===== src/edsc_pkg.sv =====
/*
  Shared constants, field positions, reset values and types for the
  end-device sleep controller.
  Assumes a single 100 MHz clock and a 32-bit classic Wishbone register bus.
*/
package edsc_pkg;

  ////////////////////////////////////////////////////////////////////////////
  // timing
  localparam int CLK_PERIOD_NS = 10;
  localparam int UNIT_MS       = 10;
  localparam int POLL_MS       = 100;
  localparam int UNIT_CYCLES   = (UNIT_MS * 1000000) / CLK_PERIOD_NS;
  localparam int POLL_UNITS    = POLL_MS / UNIT_MS;

  ////////////////////////////////////////////////////////////////////////////
  // sleep mode select encodings
  localparam logic [2:0] MODE_PIN     = 3'h1;
  localparam logic [2:0] MODE_CYC     = 3'h4;
  localparam logic [2:0] MODE_CYC_PIN = 3'h5;

  // sleep period limits, in 10 ms units
  localparam logic [11:0] PERIOD_MIN = 12'h020;
  localparam logic [11:0] PERIOD_MAX = 12'hAF0;

  ////////////////////////////////////////////////////////////////////////////
  // register byte offsets
  localparam logic [7:0] ADR_CTRL     = 8'h00;
  localparam logic [7:0] ADR_SLEEP    = 8'h04;
  localparam logic [7:0] ADR_HOLD     = 8'h08;
  localparam logic [7:0] ADR_SCAN     = 8'h0C;
  localparam logic [7:0] ADR_CHILD_TO = 8'h10;
  localparam logic [7:0] ADR_STATUS   = 8'h14;

  // field positions
  localparam int CTRL_MODE_LSB  = 0;
  localparam int CTRL_FC_BIT    = 3;
  localparam int STAT_STATE_LSB = 0;
  localparam int STAT_RX_BIT    = 2;
  localparam int STAT_HOLD_BIT  = 3;
  localparam int STAT_PKT_BIT   = 4;
  localparam int STAT_EXT_BIT   = 5;
  localparam int STAT_CHILD_LSB = 8;

  ////////////////////////////////////////////////////////////////////////////
  // types
  typedef enum logic [1:0] {SLP_AWAKE, SLP_DRAIN, SLP_ASLEEP} edsc_state_t;
  typedef enum logic [1:0] {POLL_IDLE, POLL_WAIT_ACK, POLL_DATA} edsc_poll_t;

  typedef struct packed {
    logic [2:0]  mode;
    logic        fc_en;
    logic [11:0] sleep_period;
    logic [15:0] wake_hold;
    logic [15:0] scan_mask;
    logic [15:0] child_to;
  } edsc_cfg_t;

  localparam edsc_cfg_t CFG_RST = '{
    mode:         3'h0,
    fc_en:        1'b0,
    sleep_period: 12'h020,
    wake_hold:    16'h0064,
    scan_mask:    16'hFFFF,
    child_to:     16'h0100
  };

endpackage : edsc_pkg


===== src/edsc_tick.sv =====
/*
  Divider producing a 10 ms unit pulse and a 100 ms poll pulse.
  Assumes one free-running clock and a synchronous active-high reset.
*/
`timescale 1ns/1ps
module edsc_tick #(
  parameter int UNIT_CYCLES = edsc_pkg::UNIT_CYCLES,
  parameter int POLL_UNITS  = edsc_pkg::POLL_UNITS
) (
  input  wire logic clk_i,
  input  wire logic rst_i,
  output logic      unit_o,
  output logic      poll_o
);

  logic [31:0] cyc_q, cyc_d;
  logic [7:0]  pu_q,  pu_d;
  logic        unit_q, unit_d, poll_q, poll_d;

  always_comb begin
    cyc_d  = cyc_q + 32'h0000_0001;
    pu_d   = pu_q;
    unit_d = 1'b0;
    poll_d = 1'b0;
    if (cyc_q == 32'(UNIT_CYCLES - 1)) begin
      cyc_d  = 32'h0000_0000;
      unit_d = 1'b1;
      if (pu_q == 8'(POLL_UNITS - 1)) begin
        pu_d   = 8'h00;
        poll_d = 1'b1;
      end else begin
        pu_d = pu_q + 8'h01;
      end
    end
  end

  always_ff @(posedge clk_i) begin
    if (rst_i) begin
      cyc_q  <= 32'h0000_0000;
      pu_q   <= 8'h00;
      unit_q <= 1'b0;
      poll_q <= 1'b0;
    end else begin
      cyc_q  <= cyc_d;
      pu_q   <= pu_d;
      unit_q <= unit_d;
      poll_q <= poll_d;
    end
  end

  assign unit_o = unit_q;
  assign poll_o = poll_q;
endmodule : edsc_tick


===== src/edsc_child_table.sv =====
/*
  Parent-side child table with a per-child poll timeout.
  Assumes unit_i is a one-cycle 10 ms pulse; index inputs are synchronous.
*/
`timescale 1ns/1ps
module edsc_child_table #(
  parameter int N_CHILD = 4,
  parameter int IDX_W   = (N_CHILD > 1) ? $clog2(N_CHILD) : 1
) (
  input  wire logic               clk_i,
  input  wire logic               rst_i,
  input  wire logic               unit_i,
  input  wire logic               join_i,
  input  wire logic               poll_i,
  input  wire logic [IDX_W-1:0]   idx_i,
  input  wire logic [15:0]        timeout_i,
  output logic      [N_CHILD-1:0] valid_o,
  output logic                    removed_o
);

  logic [N_CHILD-1:0] val_q, val_d;
  logic [15:0]        cnt_q [N_CHILD];
  logic [15:0]        cnt_d [N_CHILD];
  logic               rem_q, rem_d;

  always_comb begin
    val_d = val_q;
    cnt_d = cnt_q;
    rem_d = 1'b0;
    for (int i = 0; i < N_CHILD; i++) begin
      if (val_q[i] && unit_i) begin
        if (cnt_q[i] >= timeout_i) begin
          val_d[i] = 1'b0;
          rem_d    = 1'b1;
        end else begin
          cnt_d[i] = cnt_q[i] + 16'h0001;
        end
      end
      // a poll in the expiry cycle still keeps the child
      if ((join_i || (poll_i && val_q[i])) && idx_i == IDX_W'(i)) begin
        val_d[i] = 1'b1;
        cnt_d[i] = 16'h0000;
      end
    end
  end

  always_ff @(posedge clk_i) begin
    if (rst_i) begin
      val_q <= '0;
      rem_q <= 1'b0;
      for (int i = 0; i < N_CHILD; i++) begin
        cnt_q[i] <= 16'h0000;
      end
    end else begin
      val_q <= val_d;
      rem_q <= rem_d;
      cnt_q <= cnt_d;
    end
  end

  assign valid_o   = val_q;
  assign removed_o = rem_q;
endmodule : edsc_child_table


===== src/edsc_core.sv =====
/*
  End-device sleep sequencer with parent-side helpers and a Wishbone
  register file. Assumes one 100 MHz clock, synchronous inputs, and a
  radio/MAC around it that reports busy, acks, joined and data events.
*/
// Our own choices: the address map and the Wishbone interface to the registers.
// What this block does
// parent drops a child whose poll request does not arrive within its timeout.
// parent holds a child's remote packet until a route exists, then forwards it.
// sender uses standard retry timeout until it learns destination is an end device.
// while awake the end device polls its parent every 100 ms.
// receiver stays on after a poll until the parent acknowledgment arrives.
// pending data keeps receiver on; otherwise receiver off until next poll.
// awake indicator goes low on entering sleep.
// with flow control on, clear-to-send goes high on entering sleep.
// serial and radio data are ignored while asleep.
// on waking awake indicator high, clear-to-send low if flow control on.
// waking unjoined starts a scan over the configured channel mask.
// sleep mode select value 1 means pin-controlled sleep.
// high sleep request line: finish pending work, then sleep.
// low sleep request line wakes the device in pin sleep.
// sleep mode select values 4 and 5 mean timer-based cyclic sleep.
// mode 5 also wakes on falling sleep request line; mode 4 does not.
// cyclic wake polls once; stay awake on parent data or serial data.
// cyclic data restarts the wake-hold timer; sleep when it expires.
// sleep period counts 10 ms units, limited to 0x20 through 0xAF0.
// sequencer moves awake, draining, asleep; sleep only after drain completes.
// wake-hold time and sleep period are configuration held steady while running.
`timescale 1ns/1ps
module edsc_core #(
  parameter int UNIT_CYCLES = edsc_pkg::UNIT_CYCLES,
  parameter int N_CHILD     = 4,
  parameter int IDX_W       = (N_CHILD > 1) ? $clog2(N_CHILD) : 1
) (
  input  wire logic               clk_i,
  input  wire logic               rst_i,
  input  wire logic               wb_cyc_i,
  input  wire logic               wb_stb_i,
  input  wire logic               wb_we_i,
  input  wire logic [7:0]         wb_adr_i,
  input  wire logic [3:0]         wb_sel_i,
  input  wire logic [31:0]        wb_dat_i,
  output logic      [31:0]        wb_dat_o,
  output logic                    wb_ack_o,
  input  wire logic               sleep_request_line_i,
  input  wire logic               joined_i,
  input  wire logic               busy_i,
  input  wire logic               serial_rx_i,
  input  wire logic               radio_rx_i,
  input  wire logic               ack_rx_i,
  input  wire logic               ack_pending_i,
  output logic                    poll_o,
  output logic                    rx_enable_o,
  output logic                    awake_o,
  output logic                    cts_n_o,
  output logic                    scan_start_o,
  output logic      [15:0]        scan_channel_mask_o,
  input  wire logic               child_join_i,
  input  wire logic               child_poll_i,
  input  wire logic [IDX_W-1:0]   child_idx_i,
  output logic      [N_CHILD-1:0] child_valid_o,
  output logic                    child_removed_o,
  input  wire logic               pkt_in_i,
  input  wire logic               route_ok_i,
  output logic                    pkt_ready_o,
  output logic                    pkt_fwd_o,
  input  wire logic               dest_is_end_i,
  input  wire logic               dest_change_i,
  output logic                    ext_timeout_o
);

  ////////////////////////////////////////////////////////////////////////////
  // helpers

  function automatic logic [31:0] wb_merge(input logic [31:0] old_w,
                                           input logic [31:0] new_w,
                                           input logic [3:0]  sel);
    logic [31:0] r;
    r = old_w;
    for (int b = 0; b < 4; b++) begin
      if (sel[b]) r[b*8 +: 8] = new_w[b*8 +: 8];
    end
    return r;
  endfunction : wb_merge

  function automatic logic [11:0] period_clamp(input logic [31:0] w);
    logic [11:0] r;
    r = w[11:0];
    if (w > 32'(edsc_pkg::PERIOD_MAX)) r = edsc_pkg::PERIOD_MAX;
    else if (w < 32'(edsc_pkg::PERIOD_MIN)) r = edsc_pkg::PERIOD_MIN;
    return r;
  endfunction : period_clamp

  logic                 tick_unit, tick_poll;
  edsc_pkg::edsc_cfg_t  cfg_q, cfg_d;
  edsc_pkg::edsc_state_t st_q, st_d;
  edsc_pkg::edsc_poll_t  pl_q, pl_d;
  logic                 ack_q, ack_d;
  logic [31:0]          dat_q, dat_d, rd_word, wr_word;
  logic                 first_q, first_d, hold_q, hold_d;
  logic [15:0]          hcnt_q, hcnt_d;
  logic [11:0]          scnt_q, scnt_d;
  logic                 poll_q, poll_d, scan_q, scan_d;
  logic                 awake_q, awake_d, cts_q, cts_d, rqprev_q;
  logic                 pkt_q, pkt_d, fwd_q, fwd_d, ext_q, ext_d;
  logic                 pin_mode, cyc_mode, rq_fall, data_ev, poll_go, wb_req;

  edsc_tick #(
    .UNIT_CYCLES (UNIT_CYCLES),
    .POLL_UNITS  (edsc_pkg::POLL_UNITS)
  ) u_tick (
    .clk_i  (clk_i),
    .rst_i  (rst_i),
    .unit_o (tick_unit),
    .poll_o (tick_poll)
  );

  edsc_child_table #(
    .N_CHILD (N_CHILD),
    .IDX_W   (IDX_W)
  ) u_child (
    .clk_i     (clk_i),
    .rst_i     (rst_i),
    .unit_i    (tick_unit),
    .join_i    (child_join_i),
    .poll_i    (child_poll_i),
    .idx_i     (child_idx_i),
    .timeout_i (cfg_q.child_to),
    .valid_o   (child_valid_o),
    .removed_o (child_removed_o)
  );

  ////////////////////////////////////////////////////////////////////////////
  // wishbone register file

  assign wb_req = wb_cyc_i & wb_stb_i & ~ack_q;

  always_comb begin
    rd_word = 32'h0000_0000;
    case (wb_adr_i)
      edsc_pkg::ADR_CTRL: begin
        rd_word[edsc_pkg::CTRL_MODE_LSB +: 3] = cfg_q.mode;
        rd_word[edsc_pkg::CTRL_FC_BIT]        = cfg_q.fc_en;
      end
      edsc_pkg::ADR_SLEEP:    rd_word[11:0] = cfg_q.sleep_period;
      edsc_pkg::ADR_HOLD:     rd_word[15:0] = cfg_q.wake_hold;
      edsc_pkg::ADR_SCAN:     rd_word[15:0] = cfg_q.scan_mask;
      edsc_pkg::ADR_CHILD_TO: rd_word[15:0] = cfg_q.child_to;
      edsc_pkg::ADR_STATUS: begin
        rd_word[edsc_pkg::STAT_STATE_LSB +: 2] = 2'(st_q);
        rd_word[edsc_pkg::STAT_RX_BIT]         = rx_enable_o;
        rd_word[edsc_pkg::STAT_HOLD_BIT]       = hold_q;
        rd_word[edsc_pkg::STAT_PKT_BIT]        = pkt_q;
        rd_word[edsc_pkg::STAT_EXT_BIT]        = ext_q;
        rd_word[edsc_pkg::STAT_CHILD_LSB +: 8] = 8'(child_valid_o);
      end
      default: rd_word = 32'h0000_0000;
    endcase
  end

  always_comb begin
    cfg_d   = cfg_q;
    ack_d   = wb_req;
    dat_d   = dat_q;
    wr_word = wb_merge(rd_word, wb_dat_i, wb_sel_i);
    if (wb_req) begin
      dat_d = rd_word;
      if (wb_we_i) begin
        // software should only retune timing while the link is idle
        case (wb_adr_i)
          edsc_pkg::ADR_CTRL: begin
            cfg_d.mode  = wr_word[edsc_pkg::CTRL_MODE_LSB +: 3];
            cfg_d.fc_en = wr_word[edsc_pkg::CTRL_FC_BIT];
          end
          edsc_pkg::ADR_SLEEP:    cfg_d.sleep_period = period_clamp(wr_word);
          edsc_pkg::ADR_HOLD:     cfg_d.wake_hold = wr_word[15:0];
          edsc_pkg::ADR_SCAN:     cfg_d.scan_mask = wr_word[15:0];
          edsc_pkg::ADR_CHILD_TO: cfg_d.child_to = wr_word[15:0];
          default:                cfg_d = cfg_q;
        endcase
      end
    end
  end

  always_ff @(posedge clk_i) begin
    if (rst_i) begin
      cfg_q <= edsc_pkg::CFG_RST;
      ack_q <= 1'b0;
      dat_q <= 32'h0000_0000;
    end else begin
      cfg_q <= cfg_d;
      ack_q <= ack_d;
      dat_q <= dat_d;
    end
  end

  assign wb_ack_o            = ack_q;
  assign wb_dat_o            = dat_q;
  assign scan_channel_mask_o = cfg_q.scan_mask;

  ////////////////////////////////////////////////////////////////////////////
  // sleep sequencer and poll engine

  assign pin_mode = (cfg_q.mode == edsc_pkg::MODE_PIN);
  assign cyc_mode = (cfg_q.mode == edsc_pkg::MODE_CYC) || (cfg_q.mode == edsc_pkg::MODE_CYC_PIN);
  assign rq_fall  = rqprev_q & ~sleep_request_line_i;
  assign data_ev  = (serial_rx_i | radio_rx_i) & (st_q != edsc_pkg::SLP_ASLEEP);
  // first_q forces one immediate poll after every wake, once joined_i is high
  assign poll_go  = (st_q == edsc_pkg::SLP_AWAKE) && joined_i && (pl_q == edsc_pkg::POLL_IDLE) &&
                    (first_q || (tick_poll && (!cyc_mode || hold_q)));

  always_comb begin
    st_d    = st_q;
    pl_d    = pl_q;
    first_d = first_q;
    hold_d  = hold_q;
    hcnt_d  = hcnt_q;
    scnt_d  = scnt_q;
    poll_d  = 1'b0;
    scan_d  = 1'b0;
    if (hold_q && tick_unit) begin
      if (hcnt_q == 16'h0000) hold_d = 1'b0;
      else hcnt_d = hcnt_q - 16'h0001;
    end
    if (data_ev && cyc_mode) begin
      hold_d = 1'b1;
      hcnt_d = cfg_q.wake_hold;
    end
    case (pl_q)
      edsc_pkg::POLL_IDLE: begin
        if (poll_go) begin
          pl_d    = edsc_pkg::POLL_WAIT_ACK;
          poll_d  = 1'b1;
          first_d = 1'b0;
        end
      end
      edsc_pkg::POLL_WAIT_ACK: begin
        if (ack_rx_i) begin
          if (ack_pending_i) begin
            pl_d = edsc_pkg::POLL_DATA;
            if (cyc_mode) begin
              hold_d = 1'b1;
              hcnt_d = cfg_q.wake_hold;
            end
          end else begin
            pl_d = edsc_pkg::POLL_IDLE;
          end
        end
      end
      edsc_pkg::POLL_DATA: if (radio_rx_i) pl_d = edsc_pkg::POLL_IDLE;
      default: pl_d = edsc_pkg::POLL_IDLE;
    endcase
    case (st_q)
      edsc_pkg::SLP_AWAKE: begin
        if (pin_mode ? sleep_request_line_i :
            (cyc_mode && pl_q == edsc_pkg::POLL_IDLE && !hold_q && (!first_q || !joined_i))) begin
          st_d = edsc_pkg::SLP_DRAIN;
        end
      end
      edsc_pkg::SLP_DRAIN: begin
        if (cyc_mode && hold_q) begin
          st_d = edsc_pkg::SLP_AWAKE;
        end else if (pin_mode && !sleep_request_line_i) begin
          st_d = edsc_pkg::SLP_AWAKE;
        end else if (!busy_i && pl_q == edsc_pkg::POLL_IDLE) begin
          st_d   = edsc_pkg::SLP_ASLEEP;
          scnt_d = cfg_q.sleep_period;
        end
      end
      edsc_pkg::SLP_ASLEEP: begin
        pl_d   = edsc_pkg::POLL_IDLE;
        hold_d = 1'b0;
        if (tick_unit && scnt_q != 12'h000) scnt_d = scnt_q - 12'h001;
        if ((pin_mode && !sleep_request_line_i) ||
            (cyc_mode && tick_unit && scnt_q <= 12'h001) ||
            (cfg_q.mode == edsc_pkg::MODE_CYC_PIN && rq_fall) ||
            (!pin_mode && !cyc_mode)) begin
          st_d    = edsc_pkg::SLP_AWAKE;
          first_d = 1'b1;
          scan_d  = !joined_i;
        end
      end
      default: st_d = edsc_pkg::SLP_AWAKE;
    endcase
  end

  assign awake_d = (st_d != edsc_pkg::SLP_ASLEEP);
  assign cts_d   = cfg_q.fc_en & (st_d == edsc_pkg::SLP_ASLEEP);

  always_ff @(posedge clk_i) begin
    if (rst_i) begin
      st_q     <= edsc_pkg::SLP_AWAKE;
      pl_q     <= edsc_pkg::POLL_IDLE;
      first_q  <= 1'b1;
      hold_q   <= 1'b0;
      hcnt_q   <= 16'h0000;
      scnt_q   <= 12'h000;
      poll_q   <= 1'b0;
      scan_q   <= 1'b0;
      awake_q  <= 1'b1;
      cts_q    <= 1'b0;
      rqprev_q <= 1'b0;
    end else begin
      st_q     <= st_d;
      pl_q     <= pl_d;
      first_q  <= first_d;
      hold_q   <= hold_d;
      hcnt_q   <= hcnt_d;
      scnt_q   <= scnt_d;
      poll_q   <= poll_d;
      scan_q   <= scan_d;
      awake_q  <= awake_d;
      cts_q    <= cts_d;
      rqprev_q <= sleep_request_line_i;
    end
  end

  assign poll_o       = poll_q;
  assign scan_start_o = scan_q;
  assign awake_o      = awake_q;
  assign cts_n_o      = cts_q;
  assign rx_enable_o  = (pl_q != edsc_pkg::POLL_IDLE);

  ////////////////////////////////////////////////////////////////////////////
  // parent-side route hold and sender timeout choice

  always_comb begin
    pkt_d = pkt_q;
    fwd_d = 1'b0;
    ext_d = ext_q;
    if (pkt_q && route_ok_i) begin
      pkt_d = 1'b0;
      fwd_d = 1'b1;
    end else if (pkt_in_i && !pkt_q) begin
      pkt_d = 1'b1;
    end
    if (dest_change_i) ext_d = 1'b0;
    if (dest_is_end_i) ext_d = 1'b1;
  end

  always_ff @(posedge clk_i) begin
    if (rst_i) begin
      pkt_q <= 1'b0;
      fwd_q <= 1'b0;
      ext_q <= 1'b0;
    end else begin
      pkt_q <= pkt_d;
      fwd_q <= fwd_d;
      ext_q <= ext_d;
    end
  end

  assign pkt_ready_o   = ~pkt_q;
  assign pkt_fwd_o     = fwd_q;
  assign ext_timeout_o = ext_q;
endmodule : edsc_core


===== config.mk =====
export PLATFORM = sky130hd
export DESIGN_NAME = edsc_core
export DESIGN_NICKNAME = d
export VERILOG_FILES = /design/src/edsc_pkg.sv /design/src/edsc_tick.sv /design/src/edsc_child_table.sv /design/src/edsc_core.sv
export SDC_FILE = /design/constraint.sdc
export NUM_CORES = 1
export LEC_CHECK = 0
export ABC_AREA = 1
export BUFFER_PORTS_ARGS = -buffer_cell sky130_fd_sc_hd__buf_2
export CELL_PAD_IN_SITES_DETAIL_PLACEMENT = 1
export CELL_PAD_IN_SITES_GLOBAL_PLACEMENT = 1
export CORE_MARGIN = 4
export CORE_UTILIZATION = 48
export CTS_BUF_LIST = sky130_fd_sc_hd__clkbuf_4 sky130_fd_sc_hd__clkbuf_8
export DETAILED_ROUTE_END_ITERATION = 10
export GPL_TIMING_DRIVEN = 0
export PLACE_DENSITY = 0.95
export SETUP_SLACK_MARGIN = 0.3
export SLEW_MARGIN = 0
export SYNTH_ARGS = -nofsm -noshare
export SYNTH_HDL_FRONTEND = slang
export SYNTH_SLANG_ARGS = --single-unit

===== constraint.sdc =====
create_clock -name clk_i -period 5.2 [get_ports clk_i]
set_input_delay 1.04 -clock clk_i [delete_from_list [all_inputs] [get_ports clk_i]]
set_output_delay 1.04 -clock clk_i [all_outputs]
set_load 0.005 [all_outputs]

Yosys cells after proc, flatten, opt, wreduce, memory -nomap -nowiden. Index checks and enable logic that the tools add are counted.

Bits in registers: 234. Input bits: 64. Output and inout bits: 62. Logic and storage cells: 259.

Add/subtract/negate cells: 8. $lt $le $gt $ge: 7. Equality and inequality tests: 27. Mux-type cells: 73. Bitwise operators: 17. Reductions and logical operators: 92.

Operators by type and width (number): two-way mux 16 bit (7); two-way mux 12 bit (6); adder 16 x 1 -> 16 bit (second input constant) (4); greater-or-equal comparator 16 bit (4); two-way mux 8 bit (5); two-way mux 1 bit (38); adder 32 x 1 -> 32 bit (second input constant) (1); equality test 32 x 20 -> 1 bit (second input constant) (1); greater-than comparator 32 x 12 -> 1 bit (second input constant) (1); < comparator 32 x 6 -> 1 bit (second input constant) (1); logical AND 1 bit (31); equality test 8 x 4 -> 1 bit (second input constant) (3); one-hot mux 12 bit (2 select lines) (1); one-hot mux 4 bit (6 select lines) (1); nonzero test 2 bit (11); one-hot mux 4 bit (5 select lines) (1); two-way mux 2 bit (9); != test 2 bit (second input constant) (9); AND reduction 3 bit (6); OR reduction 2 bit (9); equality test 8 x 5 -> 1 bit (second input constant) (2); logical NOT 16 bit (1); AND reduction 2 bit (8); subtractor 16 x 1 -> 16 bit (second input constant) (1); other kinds (22) (63).

Logic depth before layout (Yosys ltp).
Word-level depth: 11. Depth in mapped cells: 20. Depth with buffers taken out: 18.

Modules after synthesis. From an unflattened synthesis, not the netlist that was laid out.

Cell total of the unflattened synthesis: 2214. Area total of the unflattened synthesis: 15000.6 sq um.

Modules (own cells, without submodules): edsc_core (times used 1, cells an instance 1000, area an instance 6774.0 sq um, seq. area each 2462.4 sq um); edsc_child_table (times used 1, cells an instance 805, area an instance 5674.2 sq um, seq. area each 1381.3 sq um); edsc_tick (times used 1, cells an instance 409, area an instance 2552.4 sq um, seq. area each 840.8 sq um).

Worst setup path after synthesis. No wires, ideal clock.

Path kind: input -> register. From: in wb_adr_i[1]. To: reg cfg_q[57] (netlist name). Library setup time: 0.109 ns. Arrival time: 2.492 ns. Data required time: 5.091 ns. Setup slack: 2.599 ns. Cell stages on the path: 18. Buffers on the path: 2. Path through: inv_1 -> nand2_4 -> nor2_4 -> buf_6 -> nand3_2 -> o21ai_2 -> nor2_1 -> nand3_1 -> nand2_2 -> nor2_1 -> nand2_1 -> nor2_1 -> nand2_1 -> nand2_2 -> buf_6 -> nand3_1 -> nand2_1 -> inv_1.

Word-level cells in the longest chain between the ends: 6. Elaborated cells between the ends (all ways): 18. Those cells by class: order compare (2); eq/ne (5); mux (9); reduce/logical (2).

Ends and longest elaborated chain: start: declaration (RTL line edsc_core.sv:40) `input wire logic [7:0] wb_adr_i,`; equality test 8 x 5 -> 1 bit, or another cell as far along (RTL line edsc_core.sv:140) `case (wb_adr_i)`; one-hot mux 4 bit (6 select lines), or another cell as far along (RTL line edsc_core.sv:140); two-way mux 8 bit (RTL line edsc_core.sv:81) `if (sel[b]) r[b*8 +: 8] = new_w[b*8 +: 8];`; < comparator 32 x 6 -> 1 bit (RTL line edsc_core.sv:90) `else if (w < 32'(edsc_pkg::PERIOD_MIN)) r = edsc_pkg::PERIOD_MIN;`; two-way mux 12 bit (RTL line edsc_core.sv:90); two-way mux 12 bit (RTL line edsc_core.sv:89) `if (w > 32'(edsc_pkg::PERIOD_MAX)) r = edsc_pkg::PERIOD_MAX;`; end signal: assignment (RTL line edsc_core.sv:187) `cfg_q <= edsc_pkg::CFG_RST;`; end signal: assignment (RTL line edsc_core.sv:191) `cfg_q <= cfg_d;`; end: declaration (RTL line edsc_core.sv:95) `edsc_pkg::edsc_cfg_t cfg_q, cfg_d;`.

Parallel ways exist; a longest one is shown, timed or not. A chain may end at the register's enable or synchronous reset.

Worst setup path in the final report.
From: in wb_cyc_i. To: reg cfg_q, in the netlist scan_channel_mask_o[6].

Word-level cells in the longest chain between the ends: 3.

Ends and longest elaborated chain: start: declaration (RTL line edsc_core.sv:37) `input wire logic wb_cyc_i,`; bitwise AND 1 bit (2 in series) (RTL line edsc_core.sv:136) `assign wb_req = wb_cyc_i & wb_stb_i & ~ack_q;`; AND reduction 3 bit (no source line).

No other way between the ends.

==> metrics.md <==
| Metric | Value |
|---|---|
| Max cap viols | `0` |
| Initial Util | `roughly half` |
| FP Rows | `61` |
| Antenna Cells | `0` |
| Worst reg2reg path depth | `12` |
| CTS max path bufs | `3` |
| P_int | `2.91 mW` |
| Hold path startpoint | `u_tick.cyc_q[0]` |
| RSZ-0062 raised after global routing | `no` |
| DP Worst Slack | `approximately 1700 ps` |
| Final Net Count | `around 2.3k` |
| Outcome | `complete, no violations` |
| Die area | `31100 um2` |
| Synth top area share | `34.5%` |
| Total gr overflow | `0` |
| Share of layout cells above drive strength 1 | `14.2%` |
| Final period utilization | `63.6%` |
| Vias in the first global route | `~16k` |
| Final hold vios | `0` |
| 1st-iter DRT viols | `roughly 1.4k` |
| CP max FO | `10` |
| IO Count | `about 130` |
| Worst-path clk slew | `~60 ps` |
| Post-route DRC | `0` |
| Fin crit period | `3310 ps` |
| Sequential share of the synthesized area | `about a third` |
| Hold worst-path end | `u_tick.cyc_q[0]` |
| CTS Buf Count | `42` |
| Type of the worst setup path | `in -> reg` |
| Post-synth EDFFs | `0` |
| Type of origin of the critical path | `input port` |
| Ys Warns | `0` |
| Logic pwr share | `approximately 6.3%` |
| Root Driver | `clkbuf_8` |
| Worst r2r dst | `u_child.cnt_q[58]` |
| Sink Count | `about 230` |
| Placed cell areas | `approximately 15000 um2` |
| Post-CTS setup buffer count | `0` |
| Post-CTS sizing | `0` |
| Pins Over Slew Limit | `0` |
| Antenna-violating nets left | `0` |
| DRT Wirelength | `roughly 54 mm` |
| Synth area leader | `dfxtp_1` |
| GRT Total Usage | `about a third` |
| Die Wd | `between 150 and 200 um` |
| Clk pwr share | `47.2%` |
| CORE AREA | `between 20000 and 30000 um2` |
| Critical Path AT | `3740 ps` |
| H-tree depth | `2` |
| Largest cells by area after synthesis | `dfxtp_1, nand2_1, a21oi_1, ha_1, inv_1` |
| Rel. slew slack | `a little over a third` |
| Die Y | `around 180 um` |
| Worst r2r src | `cfg_q[11]` |
| Post-Syn Instances | `1973` |
| Switching pwr | `just over 1 mW` |
| Sum of negative setup slack | `0 ps` |
| Worst Setup End Kind | `flip-flop` |
| Commonest non-fill, non-tap cells in the layout | `nand2_1, dfxtp_1, inv_1` |
| Final instance area | `15500 um2` |
| Gpl congestion | `approximately 0.98` |
| Post-placement cell count | `approximately 2.5k` |
| Worst hold path depth | `1` |
| Fin util | `55.7%` |
| Hold_buf cts | `0` |
| Worst-margin pin slew | `slightly below 1000 ps` |
| Power, Total | `slightly below 4 mW` |
| Main flop type after synthesis | `dfxtp_1` |
| R2R setup slack | `between 1500 and 2000 ps` |
| PwrDens | `253 nW/um2` |
| Post-route worst setup slack | `about 1900 ps` |
| Async S/R FF share, synth | `0%` |
| Final non-filler cell total | `around 2.5k` |
| Max Clock Skew | `between 20 and 30 ps` |
| Pin count of the biggest net entering global routing | `11` |
| Cell Area, Synth | `13600 um2` |
| Class of the worst hold path | `reg -> reg` |
| Yosys reg bits | `234` |
| Port bufs | `approximately 110` |
| Initial antenna violation count | `1` |
| DR WL/cell | `21.2 um` |
| Worst VDD drop | `roughly 180 uV` |
| Synth Area per Inst | `just under 7 um2` |
| Leakage Power | `roughly 6.7 nW` |
| Hold slack final | `between 400 and 500 ps` |
| First drt pass iteration count | `6` |
| Vias | `~15k` |
| Seq pwr share | `46.4%` |
| Mean number of vias per cell | `roughly 6` |
| CP required | `between 5000 and 6000 ps` |
| Synth cell types | `52` |
| Layout overhead on the synthesized area | `14.2%` |
| Skew-Pair Late Insertion Delay | `560 ps` |
| Post-DP HPWL | `37.8 mm` |
| Commonest non-fill, non-tap cell in the layout | `nand2_1` |
| Sw Ratio | `about a quarter` |
| Fmax | `roughly 0.30 GHz` |
| CTS tree | `built` |
| Setup violators final | `0` |
| First-pass GRT wire length | `83.8 mm` |
[power by group through the flow]
stage,sequential [mW],combinational (mW),clock [mW]
2_1_floorplan,1.86,0.132,0
3_3_place_gp,1.86,0.224,0
3_5_place_dp,1.86,0.234,0
4_1_cts,1.82,0.241,1.86
5_1_grt,1.82,0.264,1.93
6_report,1.82,0.249,1.85
[per-layer routing]
metal / up-vias / track usage (%) / wire length (um)
li1: 6887 / - / -
met1: 7343 / 38.3 / 20600
met2: 817 / 56.7 / 25300
met3: 280 / 6.15 / 4010
met4: 2 / 21.8 / 3920
met5: - / 0 / 20
[registers in the layout, summed over array words and instances, names as in the netlist, 2 cells and up]
name                 count
u_child.cnt_q           64
wb_dat_o                16
pl_q                     2
u_tick.pu_q              8
scnt_q                  12
hcnt_q                  16
u_tick.cyc_q            32
st_q                     2
cfg_q                   48
scan_channel_mask_o     16
u_child.valid_o          4
[synth_stat cells, types with 30 or more instances]
library cell,instances
nor2_1,221
buf_4,33
nor3_1,55
ha_1,76
clkbuf_1,30
a21oi_1,204
dfxtp_1,234
nand3_1,161
nand2_1,310
nand4_1,32
inv_1,227
o21ai_0,152
[kinds of logic (layout without fill, tap and decap cells)]
| kind of cell | after synthesis | in the layout | synth area share, % |
|---|---|---|---|
| AOI/OAI and AO/OA | 415 | 415 | 16.3 |
| xor gates and xnor gates | 26 | 26 | 1.68 |
| adders and majority gates | 76 | 76 | 7.00 |
| buffers and inverters | 331 | 509 | 10.6 |
| DFF | 234 | 234 | 34.5 |
| other | 1 | 16 | 0.0276 |
| and+or+nand+nor | 890 | 890 | 29.9 |
[critical path: stages]
cell	delay (ps)
buf_2	70
nand2_1	50
nor2_2	370
nand2_1	340
nor2_1	490
clkinv_1	520
clkbuf_1	430
o21ai_0	410
[final cells by class]
class | count | area [um2]
clock inverter | 8 | 71.3
tap | 378 | 473
timing repair buffer | 108 | 541
fill | 3722 | 12300
buffer | 87 | 523
clock buffer | 62 | 791
sequential | 234 | 4680
multi-input combinational | 1423 | 7520
inverter | 244 | 916
[worst max-delay path by stage]
stage                 from                      to  slack (ps)  cells past startpoint
2_1_floorplan  wb_adr_i[1]               cfg_q[57]        2600                     18
3_3_place_gp      wb_cyc_i  scan_channel_mask_o[9]        1730                      9
3_5_place_dp      wb_cyc_i  scan_channel_mask_o[8]        1650                      9
4_1_cts           cfg_q[9]       u_child.cnt_q[58]        2120                     12
5_1_grt          cfg_q[11]       u_child.cnt_q[14]        1850                     12
6_report          wb_cyc_i  scan_channel_mask_o[6]        1890                      8
Power figures use the tool's default switching activity.
